--- src/rtl/link_monitor_pkg.sv ---
// Constants, field layouts and types shared by the link message monitor.
package link_monitor_pkg;
  // ==========================================================================
  // Channel and message limits
  localparam int unsigned NUM_CHANNELS    = 4;
  localparam int unsigned MAX_MESSAGES    = 127;
  localparam int unsigned MAX_DATA_BYTES  = 65;
  localparam int unsigned KEY_BITS        = 6;
  localparam int unsigned NUM_KEYS        = 64;
  localparam int unsigned POS_BITS        = 7;
  // ==========================================================================
  // Header field positions
  localparam int unsigned HDR_ID_MSB      = 15;
  localparam int unsigned HDR_ID_LSB      = 11;
  localparam int unsigned HDR_ORIGIN_BIT  = 10;
  localparam int unsigned HDR_FRESH_MSB   = 9;
  localparam int unsigned HDR_FRESH_LSB   = 6;
  localparam int unsigned HDR_LEN_MSB     = 5;
  localparam int unsigned HDR_LEN_LSB     = 0;
  localparam int unsigned HDR_FIRST_POS   = 0;
  localparam int unsigned HDR_SECOND_POS  = 1;
  localparam int unsigned DATA_FIRST_POS  = 2;
  // ==========================================================================
  // Line timing
  localparam int unsigned CLK_PERIOD_NS   = 10;
  localparam int unsigned BIT_TIME_NS     = 1000;
  localparam int unsigned GAP_BITS        = 11;
  localparam int unsigned BIT_CYCLES      = BIT_TIME_NS / CLK_PERIOD_NS;
  localparam int unsigned HALF_BIT_CYCLES = BIT_CYCLES / 2;
  localparam int unsigned GAP_CYCLES      = GAP_BITS * BIT_CYCLES - HALF_BIT_CYCLES;
  localparam int unsigned TICK_BITS       = 16;
  // ==========================================================================
  // Output word layout: channel, kind, payload
  localparam int unsigned PAYLOAD_BITS    = 16;
  localparam int unsigned KIND_BITS       = 2;
  localparam int unsigned CHAN_BITS       = 2;
  localparam int unsigned WORD_BITS       = CHAN_BITS + KIND_BITS + PAYLOAD_BITS;
  localparam int unsigned FIFO_DEPTH      = 8;
  localparam logic [1:0]  KIND_HEADER     = 2'h0;
  localparam logic [1:0]  KIND_DATA       = 2'h1;
  localparam logic [1:0]  KIND_END        = 2'h2;
  // ==========================================================================
  // Receiver states
  typedef enum logic [3:0] {
    RX_IDLE  = 4'b0001,
    RX_START = 4'b0010,
    RX_DATA  = 4'b0100,
    RX_STOP  = 4'b1000
  } rx_state_t;
endpackage

--- src/rtl/word_fifo_if.sv ---
// Valid/ready carrier between the monitor core and its output FIFO.
interface word_fifo_if #(parameter int unsigned WIDTH = 8);
  logic             wr_valid;
  logic             wr_ready;
  logic [WIDTH-1:0] wr_data;
  logic             rd_valid;
  logic             rd_ready;
  logic [WIDTH-1:0] rd_data;
  modport fifo (input wr_valid, wr_data, rd_ready, output wr_ready, rd_valid, rd_data);
  modport user (output wr_valid, wr_data, rd_ready, input wr_ready, rd_valid, rd_data);
endinterface : word_fifo_if

--- src/rtl/word_fifo.sv ---
// Flip-flop FIFO with valid and ready on both sides.
module word_fifo #(
  parameter int unsigned WIDTH = 8,
  parameter int unsigned DEPTH = 8
) (
  input  wire logic  sys_clk_i,
  input  wire logic  reset_i,
  input  wire logic  ce_i,
  word_fifo_if.fifo  port
);
  localparam int unsigned AW = $clog2(DEPTH);

  typedef struct packed {
    logic [DEPTH-1:0][WIDTH-1:0] mem;
    logic [AW-1:0]               wr_ptr;
    logic [AW-1:0]               rd_ptr;
    logic [AW:0]                 count;
  } fifo_state_t;

  fifo_state_t st_reg;
  fifo_state_t st_next;
  logic        push;
  logic        pop;

  // ==========================================================================
  // Handshake
  assign port.wr_ready = (st_reg.count != (AW+1)'(DEPTH));
  assign port.rd_valid = (st_reg.count != '0);
  assign port.rd_data  = st_reg.mem[st_reg.rd_ptr];
  assign push          = port.wr_valid && port.wr_ready;
  assign pop           = port.rd_valid && port.rd_ready;

  // ==========================================================================
  // Storage and pointers
  always_comb begin
    st_next = st_reg;
    if (push) begin
      st_next.mem[st_reg.wr_ptr] = port.wr_data;
      st_next.wr_ptr = (st_reg.wr_ptr == AW'(DEPTH - 1)) ? '0 : AW'(st_reg.wr_ptr + 1'b1);
    end
    if (pop) begin
      st_next.rd_ptr = (st_reg.rd_ptr == AW'(DEPTH - 1)) ? '0 : AW'(st_reg.rd_ptr + 1'b1);
    end
    if (push && !pop) begin
      st_next.count = (AW+1)'(st_reg.count + 1'b1);
    end else if (pop && !push) begin
      st_next.count = (AW+1)'(st_reg.count - 1'b1);
    end
    if (reset_i) begin
      st_next = '0;
    end
  end

  always_ff @(posedge sys_clk_i) begin
    if (reset_i || ce_i) begin
      st_reg <= st_next;
    end
  end
endmodule // word_fifo

--- src/rtl/link_message_monitor.sv ---
// Four-channel passive monitor that frames and decodes link messages.
module link_message_monitor
  import link_monitor_pkg::*;
(
  input  wire logic                                  sys_clk_i,
  input  wire logic                                  reset_i,
  input  wire logic                                  ce_i,
  input  wire logic [link_monitor_pkg::NUM_CHANNELS-1:0] line_i,
  output logic                                       msg_valid_o,
  input  wire logic                                  msg_ready_i,
  output logic [link_monitor_pkg::CHAN_BITS-1:0]     msg_channel_o,
  output logic [link_monitor_pkg::KIND_BITS-1:0]     msg_kind_o,
  output logic [link_monitor_pkg::PAYLOAD_BITS-1:0]  msg_payload_o,
  output logic [link_monitor_pkg::NUM_CHANNELS-1:0]  overrun_o,
  output logic [link_monitor_pkg::NUM_CHANNELS-1:0]  in_message_o
);
  import link_monitor_pkg::*;

  typedef struct packed {
    logic [2:0]                        sync;
    logic                              line;
    rx_state_t                         rx;
    logic [TICK_BITS-1:0]              tick;
    logic [2:0]                        bit_idx;
    logic [7:0]                        shift;
    logic [TICK_BITS-1:0]              idle;
    logic                              in_msg;
    logic [POS_BITS-1:0]               pos;
    logic [7:0]                        hdr_hi;
    logic                              admit;
    logic [NUM_KEYS-1:0]               seen;
    logic [POS_BITS-1:0]               distinct;
    logic                              pend_valid;
    logic [KIND_BITS+PAYLOAD_BITS-1:0] pend_word;
    logic                              overrun;
  } chan_state_t;

  typedef struct packed {
    chan_state_t [NUM_CHANNELS-1:0] ch;
  } mon_state_t;

  mon_state_t st_reg;
  mon_state_t st_next;
  logic [CHAN_BITS-1:0] grant_idx;
  logic                 grant_any;

  word_fifo_if #(.WIDTH(WORD_BITS)) fifo_port ();

  word_fifo #(
    .WIDTH (WORD_BITS),
    .DEPTH (FIFO_DEPTH)
  ) u_fifo (
    .sys_clk_i (sys_clk_i),
    .reset_i   (reset_i),
    .ce_i      (ce_i),
    .port      (fifo_port.fifo)
  );

  // ==========================================================================
  // Helper functions
  function automatic logic [KEY_BITS-1:0] header_key(input logic [15:0] hdr);
    header_key = {hdr[HDR_ID_MSB:HDR_ID_LSB], hdr[HDR_ORIGIN_BIT]};
  endfunction

  function automatic logic [KIND_BITS+PAYLOAD_BITS-1:0] make_word(
    input logic [KIND_BITS-1:0]    kind,
    input logic [PAYLOAD_BITS-1:0] payload
  );
    make_word = {kind, payload};
  endfunction

  // ==========================================================================
  // Output arbitration, lowest channel first
  always_comb begin
    grant_any = 1'b0;
    grant_idx = '0;
    for (int c = NUM_CHANNELS - 1; c >= 0; c--) begin
      if (st_reg.ch[c].pend_valid) begin
        grant_any = 1'b1;
        grant_idx = CHAN_BITS'(c);
      end
    end
  end

  assign fifo_port.wr_valid = grant_any;
  assign fifo_port.wr_data  = {grant_idx, st_reg.ch[grant_idx].pend_word};
  assign fifo_port.rd_ready = msg_ready_i;
  assign msg_valid_o        = fifo_port.rd_valid;
  assign msg_channel_o      = fifo_port.rd_data[WORD_BITS-1 -: CHAN_BITS];
  assign msg_kind_o         = fifo_port.rd_data[PAYLOAD_BITS +: KIND_BITS];
  assign msg_payload_o      = fifo_port.rd_data[PAYLOAD_BITS-1:0];

  always_comb begin
    for (int c = 0; c < NUM_CHANNELS; c++) begin
      overrun_o[c]    = st_reg.ch[c].overrun;
      in_message_o[c] = st_reg.ch[c].in_msg;
    end
  end

  // ==========================================================================
  // Per-channel receiver and message parser
  always_comb begin
    logic                              emit;
    logic [KIND_BITS+PAYLOAD_BITS-1:0] word;
    logic [15:0]                       hdr;
    logic [KEY_BITS-1:0]               key;
    logic [7:0]                        rx_byte;
    emit    = 1'b0;
    word    = '0;
    hdr     = '0;
    key     = '0;
    rx_byte = '0;
    st_next = st_reg;
    for (int c = 0; c < NUM_CHANNELS; c++) begin
      emit = 1'b0;
      word = '0;
      if (grant_any && fifo_port.wr_ready && grant_idx == CHAN_BITS'(c)) begin
        st_next.ch[c].pend_valid = 1'b0;
      end
      st_next.ch[c].sync = {st_reg.ch[c].sync[1:0], line_i[c]};
      if (st_reg.ch[c].sync[1] == st_reg.ch[c].sync[2]) begin
        st_next.ch[c].line = st_reg.ch[c].sync[2];
      end
      rx_byte = st_reg.ch[c].shift;
      unique case (st_reg.ch[c].rx)
        RX_IDLE: begin
          if (st_reg.ch[c].line == 1'b0) begin
            st_next.ch[c].rx   = RX_START;
            st_next.ch[c].tick = '0;
            st_next.ch[c].idle = '0;
          end else if (st_reg.ch[c].idle != TICK_BITS'(GAP_CYCLES)) begin
            st_next.ch[c].idle = TICK_BITS'(st_reg.ch[c].idle + 1'b1);
          end else if (st_reg.ch[c].in_msg) begin
            st_next.ch[c].in_msg = 1'b0;
            st_next.ch[c].pos    = '0;
            emit = st_reg.ch[c].admit;
            word = make_word(KIND_END, PAYLOAD_BITS'(st_reg.ch[c].pos));
          end
        end
        RX_START: begin
          st_next.ch[c].tick = TICK_BITS'(st_reg.ch[c].tick + 1'b1);
          if (st_reg.ch[c].tick == TICK_BITS'(HALF_BIT_CYCLES - 1)) begin
            st_next.ch[c].tick    = '0;
            st_next.ch[c].bit_idx = '0;
            st_next.ch[c].rx      = st_reg.ch[c].line ? RX_IDLE : RX_DATA;
          end
        end
        RX_DATA: begin
          st_next.ch[c].tick = TICK_BITS'(st_reg.ch[c].tick + 1'b1);
          if (st_reg.ch[c].tick == TICK_BITS'(BIT_CYCLES - 1)) begin
            st_next.ch[c].tick    = '0;
            st_next.ch[c].shift   = {st_reg.ch[c].line, st_reg.ch[c].shift[7:1]};
            st_next.ch[c].bit_idx = 3'(st_reg.ch[c].bit_idx + 1'b1);
            if (st_reg.ch[c].bit_idx == 3'h7) begin
              st_next.ch[c].rx = RX_STOP;
            end
          end
        end
        RX_STOP: begin
          st_next.ch[c].tick = TICK_BITS'(st_reg.ch[c].tick + 1'b1);
          if (st_reg.ch[c].tick == TICK_BITS'(BIT_CYCLES - 1)) begin
            st_next.ch[c].tick = '0;
            st_next.ch[c].rx   = RX_IDLE;
            st_next.ch[c].idle = '0;
            if (st_reg.ch[c].line) begin
              st_next.ch[c].in_msg = 1'b1;
              if (st_reg.ch[c].pos != POS_BITS'(MAX_MESSAGES)) begin
                st_next.ch[c].pos = POS_BITS'(st_reg.ch[c].pos + 1'b1);
              end
              if (st_reg.ch[c].pos == POS_BITS'(HDR_FIRST_POS)) begin
                st_next.ch[c].hdr_hi = rx_byte;
                st_next.ch[c].admit  = 1'b0;
              end else if (st_reg.ch[c].pos == POS_BITS'(HDR_SECOND_POS)) begin
                hdr = {st_reg.ch[c].hdr_hi, rx_byte};
                key = header_key(hdr);
                if (st_reg.ch[c].seen[key] ||
                    st_reg.ch[c].distinct != POS_BITS'(MAX_MESSAGES)) begin
                  st_next.ch[c].admit     = 1'b1;
                  st_next.ch[c].seen[key] = 1'b1;
                  if (!st_reg.ch[c].seen[key]) begin
                    st_next.ch[c].distinct = POS_BITS'(st_reg.ch[c].distinct + 1'b1);
                  end
                  emit = 1'b1;
                  // Header keeps id, origin, freshness and length in place.
                  word = make_word(KIND_HEADER, hdr);
                end
              end else if (st_reg.ch[c].admit && st_reg.ch[c].pos <
                           POS_BITS'(DATA_FIRST_POS + MAX_DATA_BYTES)) begin
                emit = 1'b1;
                word = make_word(KIND_DATA, {st_reg.ch[c].pos, 1'b0, rx_byte});
              end
            end
          end
        end
      endcase
      if (emit) begin
        if (st_next.ch[c].pend_valid) begin
          st_next.ch[c].overrun = 1'b1;
        end else begin
          st_next.ch[c].pend_valid = 1'b1;
          st_next.ch[c].pend_word  = word;
        end
      end
    end
    if (reset_i) begin
      st_next = '0;
      for (int c = 0; c < NUM_CHANNELS; c++) begin
        st_next.ch[c].rx   = RX_IDLE;
        st_next.ch[c].sync = 3'h7;
        st_next.ch[c].line = 1'b1;
      end
    end
  end

  // ==========================================================================
  // State register
  always_ff @(posedge sys_clk_i) begin
    if (reset_i || ce_i) begin
      st_reg <= st_next;
    end
  end
endmodule // link_message_monitor

--- config.mk ---
export PLATFORM = sky130hd
export DESIGN_NAME = link_message_monitor
export DESIGN_NICKNAME = d
export VERILOG_FILES = /design/src/rtl/link_monitor_pkg.sv /design/src/rtl/word_fifo_if.sv /design/src/rtl/word_fifo.sv /design/src/rtl/link_message_monitor.sv
export SDC_FILE = /design/constraint.sdc
export NUM_CORES = 2
export LEC_CHECK = 0
export ABC_AREA = 1
export BUFFER_PORTS_ARGS = -buffer_cell sky130_fd_sc_hd__buf_2
export CAP_MARGIN = 25
export CORE_ASPECT_RATIO = 1.1
export CORE_MARGIN = 1.5
export CORE_UTILIZATION = 55
export DETAILED_ROUTE_END_ITERATION = 10
export PLACE_DENSITY_LB_ADDON = 0.3
export SLEW_MARGIN = 5
export SYNTH_ARGS = -nofsm -noshare
export SYNTH_HDL_FRONTEND = slang
export SYNTH_SLANG_ARGS = --single-unit
--- constraint.sdc ---
create_clock -name sys_clk_i -period 13.46 [get_ports sys_clk_i]
set_input_delay 0 -clock sys_clk_i [delete_from_list [all_inputs] [get_ports sys_clk_i]]
set_output_delay 0 -clock sys_clk_i [all_outputs]
set_load 0.02 [all_outputs]
* Yosys cells after proc, flatten, opt, wreduce, memory -nomap -nowiden
Index checks and enable logic that the tools add are counted.
** Operators by class
- Bitwise operators :: 4
- Reduce and logical (&&, ||, !) cells :: 148
- Magnitude comparators :: 16
- $add $sub $neg :: 24
- Muxes and demuxes :: 237
- Equality and inequality tests :: 110
** Operators by type and width (count)
- $mux W18 :: 32
- $mux W72 :: 8
- $mux W104 :: 4
- $mux W88 :: 4
- $mux W80 :: 4
- $pmux W20 S4 :: 4
- $bmux W159 S2 :: 1
- $mux W71 :: 4
- $mux W20 :: 14
- $or A64 B64 Y64 :: 4
- $mux W16 :: 12
- $pmux W24 S2 :: 4
- $mux W163 :: 1
- $bwmux W160 :: 1
- $pmux W18 S2 :: 4
- $add A16 B1 Y16 const B :: 8
- $mux W8 :: 16
- $mux W31 :: 4
- $ne A3 B3 Y1 const B :: 40
- $mux W23 :: 4
- $mux W7 :: 12
- $reduce_bool A2 Y1 :: 42
- $reduce_and A6 Y1 :: 12
- $mux W17 :: 4
- other kinds (49) :: 296
** Word-level totals
- Logic and storage cells :: 614
- Register bits :: 806
- Output and inout bits :: 29

* Longest topological paths before layout
- Depth in word-level cells :: 11
- Depth in mapped cells :: 15
- Depth with buffers taken out :: 14

* By module
From an unflattened synthesis, not the netlist that was laid out.
** Unflattened totals
- Cells, all modules :: 4909
- Area total of the unflattened synthesis :: 43141.4 um^2
** By module, submodules not included
- link_message_monitor :: cells each 3847, area an instance 34002.6 um^2, instances 1, sequential area each 19098.3 um^2
- word_fifo :: cells each 1062, area an instance 9138.8 um^2, instances 1, sequential area each 5104.9 um^2

* Worst setup path after synthesis
No wires, ideal clock.
- Path type :: register to register
- Start point :: register st_reg[19] (netlist name)
- End point :: register u_fifo.st_reg[100] (netlist name), enable pin
- Path slack :: 354 ps
- Required time :: 12549 ps
- Cell stages (with the launch flop) :: 6
- Setup time :: 911 ps
- Period minus slack after synthesis :: 13106 ps
- Arrival :: 12195 ps
- Cells stage by stage :: edfxtp_1 -> nor2_1 -> clkbuf_1 -> nand2_1 -> nand2_1 -> o21ai_0
** On the way
- Longest elaborated chain between the ends :: 4
** RTL lines
- start, declared :: RTL line link_message_monitor.sv:42 : mon_state_t st_reg;
- start signal, assigned :: RTL line link_message_monitor.sv:219 : st_reg <= st_next;
- $mux W1 :: RTL line link_message_monitor.sv:78 : if (st_reg.ch[c].pend_valid) begin
- $logic_and A1 B1 Y1 :: RTL line word_fifo.sv:30 : assign push = port.wr_valid && port.wr_ready;
- $reduce_bool A2 Y1 (no line)
- $reduce_and A2 Y1 (no line)
- end signal, assigned :: RTL line word_fifo.sv:56 : st_reg <= st_next;
- end, declared :: RTL line word_fifo.sv:20 : fifo_state_t st_reg;
Every way passes these cells.
A chain may end at the register's enable or synchronous reset.

* Worst setup path in the final report
- Start point :: register st_reg[337] (netlist name)
- End point :: register u_fifo.st_reg[66] (netlist name) (data pin)
** On the way
- Longest elaborated chain between the ends :: 7
** RTL lines
- $mux W2 (3 in a row) :: RTL line link_message_monitor.sv:78
- $bmux W159 S2 :: RTL line link_message_monitor.sv:86 : assign fifo_port.wr_data = {grant_idx, st_reg.ch[grant_idx].pend_word};
- $mux W19 (implied by the code) :: RTL line link_message_monitor.sv:86
- $bwmux W160 :: RTL line word_fifo.sv:38 : st_next.mem[st_reg.wr_ptr] = port.wr_data;
- $mux W163 :: RTL line word_fifo.sv:37 : if (push) begin
Every way passes these cells. The select of a mux whose other input is x is not followed.

==> flow_metrics.tcl <==
set metrics [dict create \
    synth-compound-area-share 0.130 \
    routedWlPerCell_microns 16.6 \
    port_buffers 36 \
    path_class "flip-flop to flip-flop" \
    fp.coreArea_sq_um 78600 \
    seq_area_sq_um 24200 \
    h-tree-depth 3 \
    slew_headroom 0.296 \
    routed_wl_microns 100000 \
    synth-simple-area-share 0.198 \
    max_stage_delay_ps 820 \
    die_area_sq_um 80800 \
    dieWidth_microns 271 \
    crit_fanout 26 \
    cpMostUsedCell "inv_1" \
    vias 33500 \
    design_area_sq_um 47000 \
    cts_buffer_depth 3 \
    io_pins 37 \
    setup_viol 0 \
    nNetsFinal 4991 \
    grt_pass1_vias 31700 \
    postRouteAntennaNets 0 \
    finalCritPeriodShare 0.261 \
    drc 0 \
    synth_mux_area_frac 0 \
    synth_cell_types 55 \
    post-place-ws_ps 9900 \
    hold_viol 0 \
    fillers 6815 \
    rsz0062_at_grt "no" \
    synth.cell_area_sq_um 43500 \
    cp.required_ps 13840 \
    initial_core_util 0.553 \
    cts.clk_slew.worst_paths_ps 60 \
    syn-instance-count 4958 \
    multi_input_area_sq_um 15200 \
    yosysSeqAreaShare 0.556 \
    tritoncts "done" \
    grt_pass1_wl_microns 162000 \
    peakVddDrop_uv 130 \
    yosys_warnings 0 \
    grt_usage 0.245 \
    synth_area_per_cell_sq_um 8.78 \
    setup_ws_ps 9940 \
    dr.first_iter.drc_count 3631 \
    die-height_microns 298 \
    status "completed" \
    report.final.slew_viol_count 0 \
    placed_cell_area_sq_um 44500 \
    whs_ps 61.7 \
    root_buffer "clkbuf_16" \
    setup_tns_ps 0 \
    synth_top_family_by_area "simple AND/OR/NAND/NOR gates" \
    synth_fa_ha_area_frac 0.0137 \
    grt-ovfl-total 0 \
    clk_latency_ps 630 \
    endpoint_kind "flip-flop" \
    p_per_area_nw_per_um2 136 \
    synth-edff-count 806 \
    largest_reg_flops 628 \
    clkSinkCount 806 \
    crit_path_cell_trace "inv_1 > nand2_1 > a21oi_2 > clkinv_1 > nor2_1 > o311ai_2 > o21ai_0 > inv_1" \
    antenna_cells 0 \
    cap_violations 0 \
    fin_crit_ps 3520 \
    drt_first_pass_iters 6 \
    area_growth_syn_to_layout_pct 7.98 \
    rows 108 \
    crit_slowest_cell "clkinv_1" \
    fin_util 0.597 \
    cts_buffers 83 \
    dpl.hpwl_microns 64100 \
    p_leak_nw 19.2 \
    ys_async_sr_fraction 0 \
    grt_max_degree 164 \
    synth_xor_area_frac 0.00745 \
    ys_ff_latch 806 \
    gp_congestion 0.944 \
    critPathLaunchType "flip-flop" \
    synth_fp_nets 5013 \
    via_per_inst 5.56 \
    synthFlopType "edfxtp_1" \
    min-delay-path-class "input port to flip-flop" \
    worstMarginPinSlew_ps 1060 \
    drive_gt1_frac 0.0645 \
    crit_arrival_ps 3900 \
    cts_setup_buffers 0 \
    fin_skew_ps 30.6 \
    grt_antenna_before_repair 0 \
    fmax_mhz 284 \
]
[final timing paths]
check | from | endpoint | slack (ps) | depth (start not counted)
worst min register to register | st_reg[315]$_SDFFCE_PP1N_ | st_reg[316]$_SDFFCE_PP1N_ | 500 | 1
worst min-delay path | msg_ready_i | u_fifo.st_reg[3]$_SDFFCE_PP0P_ | 60 | 5
worst max-delay path | st_reg[337]$_SDFFCE_PP0N_ | u_fifo.st_reg[66]$_SDFFCE_PP0P_ | 9940 | 8
worst max register to register | st_reg[337]$_SDFFCE_PP0N_ | u_fifo.st_reg[66]$_SDFFCE_PP0P_ | 9940 | 8
[layout make-up]
| cell class | count | area share |
|---|---|---|
| clock inverter | 39 | 0.00562 |
| timing repair buffer | 89 | 0.0136 |
| sequential | 806 | 0.515 |
| tap | 1045 | 0.0278 |
| inverter | 850 | 0.0680 |
| multi-input combinational | 3106 | 0.324 |
| clock buffer | 100 | 0.0456 |
[Yosys cell counts (28+ instances only)]
cell	number	share of area
nand2_1	829	0.072
ha_1	46	0.013
a31oi_1	28	0.0040
nor3_1	94	0.011
nand4_1	39	0.0056
o21bai_1	56	0.0097
nand3_1	223	0.026
edfxtp_1	806	0.56
clkbuf_1	130	0.011
a21oi_1	537	0.062
o21ai_0	357	0.041
inv_1	822	0.071
nor2_1	648	0.056
xor2_1	29	0.0058
[metal layers]
metal  routed length, microns  part of all wire  track usage
met2                    47600              0.47        0.404
met4                     2330             0.023       0.0750
met1                    43100              0.43        0.336
met5                        0                 0            0
met3                     7150             0.071       0.0343
[cells by family after synthesis]
kind of cell,Yosys count
compound gates,1048
xor+xnor,37
fa+ha+maj,47
buf+inv,1046
flops,806
simple gates,1974
[layout by cell type (no fill, tap or decap), drive strengths merged, types with 3 or more instances in the layout]
cell type / synthesis / final
nand4: 39 / 39
inv: 842 / 845
edfxtp: 806 / 806
nand3: 235 / 235
o22ai: 3 / 3
o31ai: 3 / 3
o21bai: 56 / 56
clkinv: 8 / 39
buf: 66 / 83
o21a: 6 / 6
nor3: 132 / 132
a31oi: 28 / 28
dlygate4sd3: 0 / 6
o21ai: 372 / 372
ha: 46 / 46
xnor2: 8 / 8
clkbuf: 130 / 100
o211ai: 10 / 10
or2: 29 / 29
and3: 3 / 3
o311ai: 20 / 20
nor2: 660 / 660
nand2: 834 / 834
a21oi: 538 / 538
nor3b: 10 / 10
xor2: 29 / 29
nor4: 27 / 27
bufinv: 0 / 3
[per-stage QoR]
step                      total power [mW]  std cells
after floorplan                       3.99       4958
after global placement                4.24       5880
after detailed placement              4.27       5882
after CTS                             6.39       6027
after global routing                  6.65       6035
final                                 6.37       6035
[report_power, final]
part           switching (mW)  internal, mW  leakage, nW
clock                   0.947          1.18         1.18
combinational           0.713         0.287         9.85
sequential              0.150          3.09         8.13
total                    1.81          4.56         19.2
[timing repair]
action                                 4_1_cts  5_1_grt
hold buffers                                 6        0
endpoints found under the hold margin       42        0
resized for setup                            0        0
[critical path, delay by kind of cell, from the launching register on]
family	cells	cell delay, ps
flip-flops	1	650
buffers and inverters	3	1040
AO/OA/AOI/OAI	3	1110
AND/OR/NAND/NOR	2	460
Power figures use the tool's default switching activity.
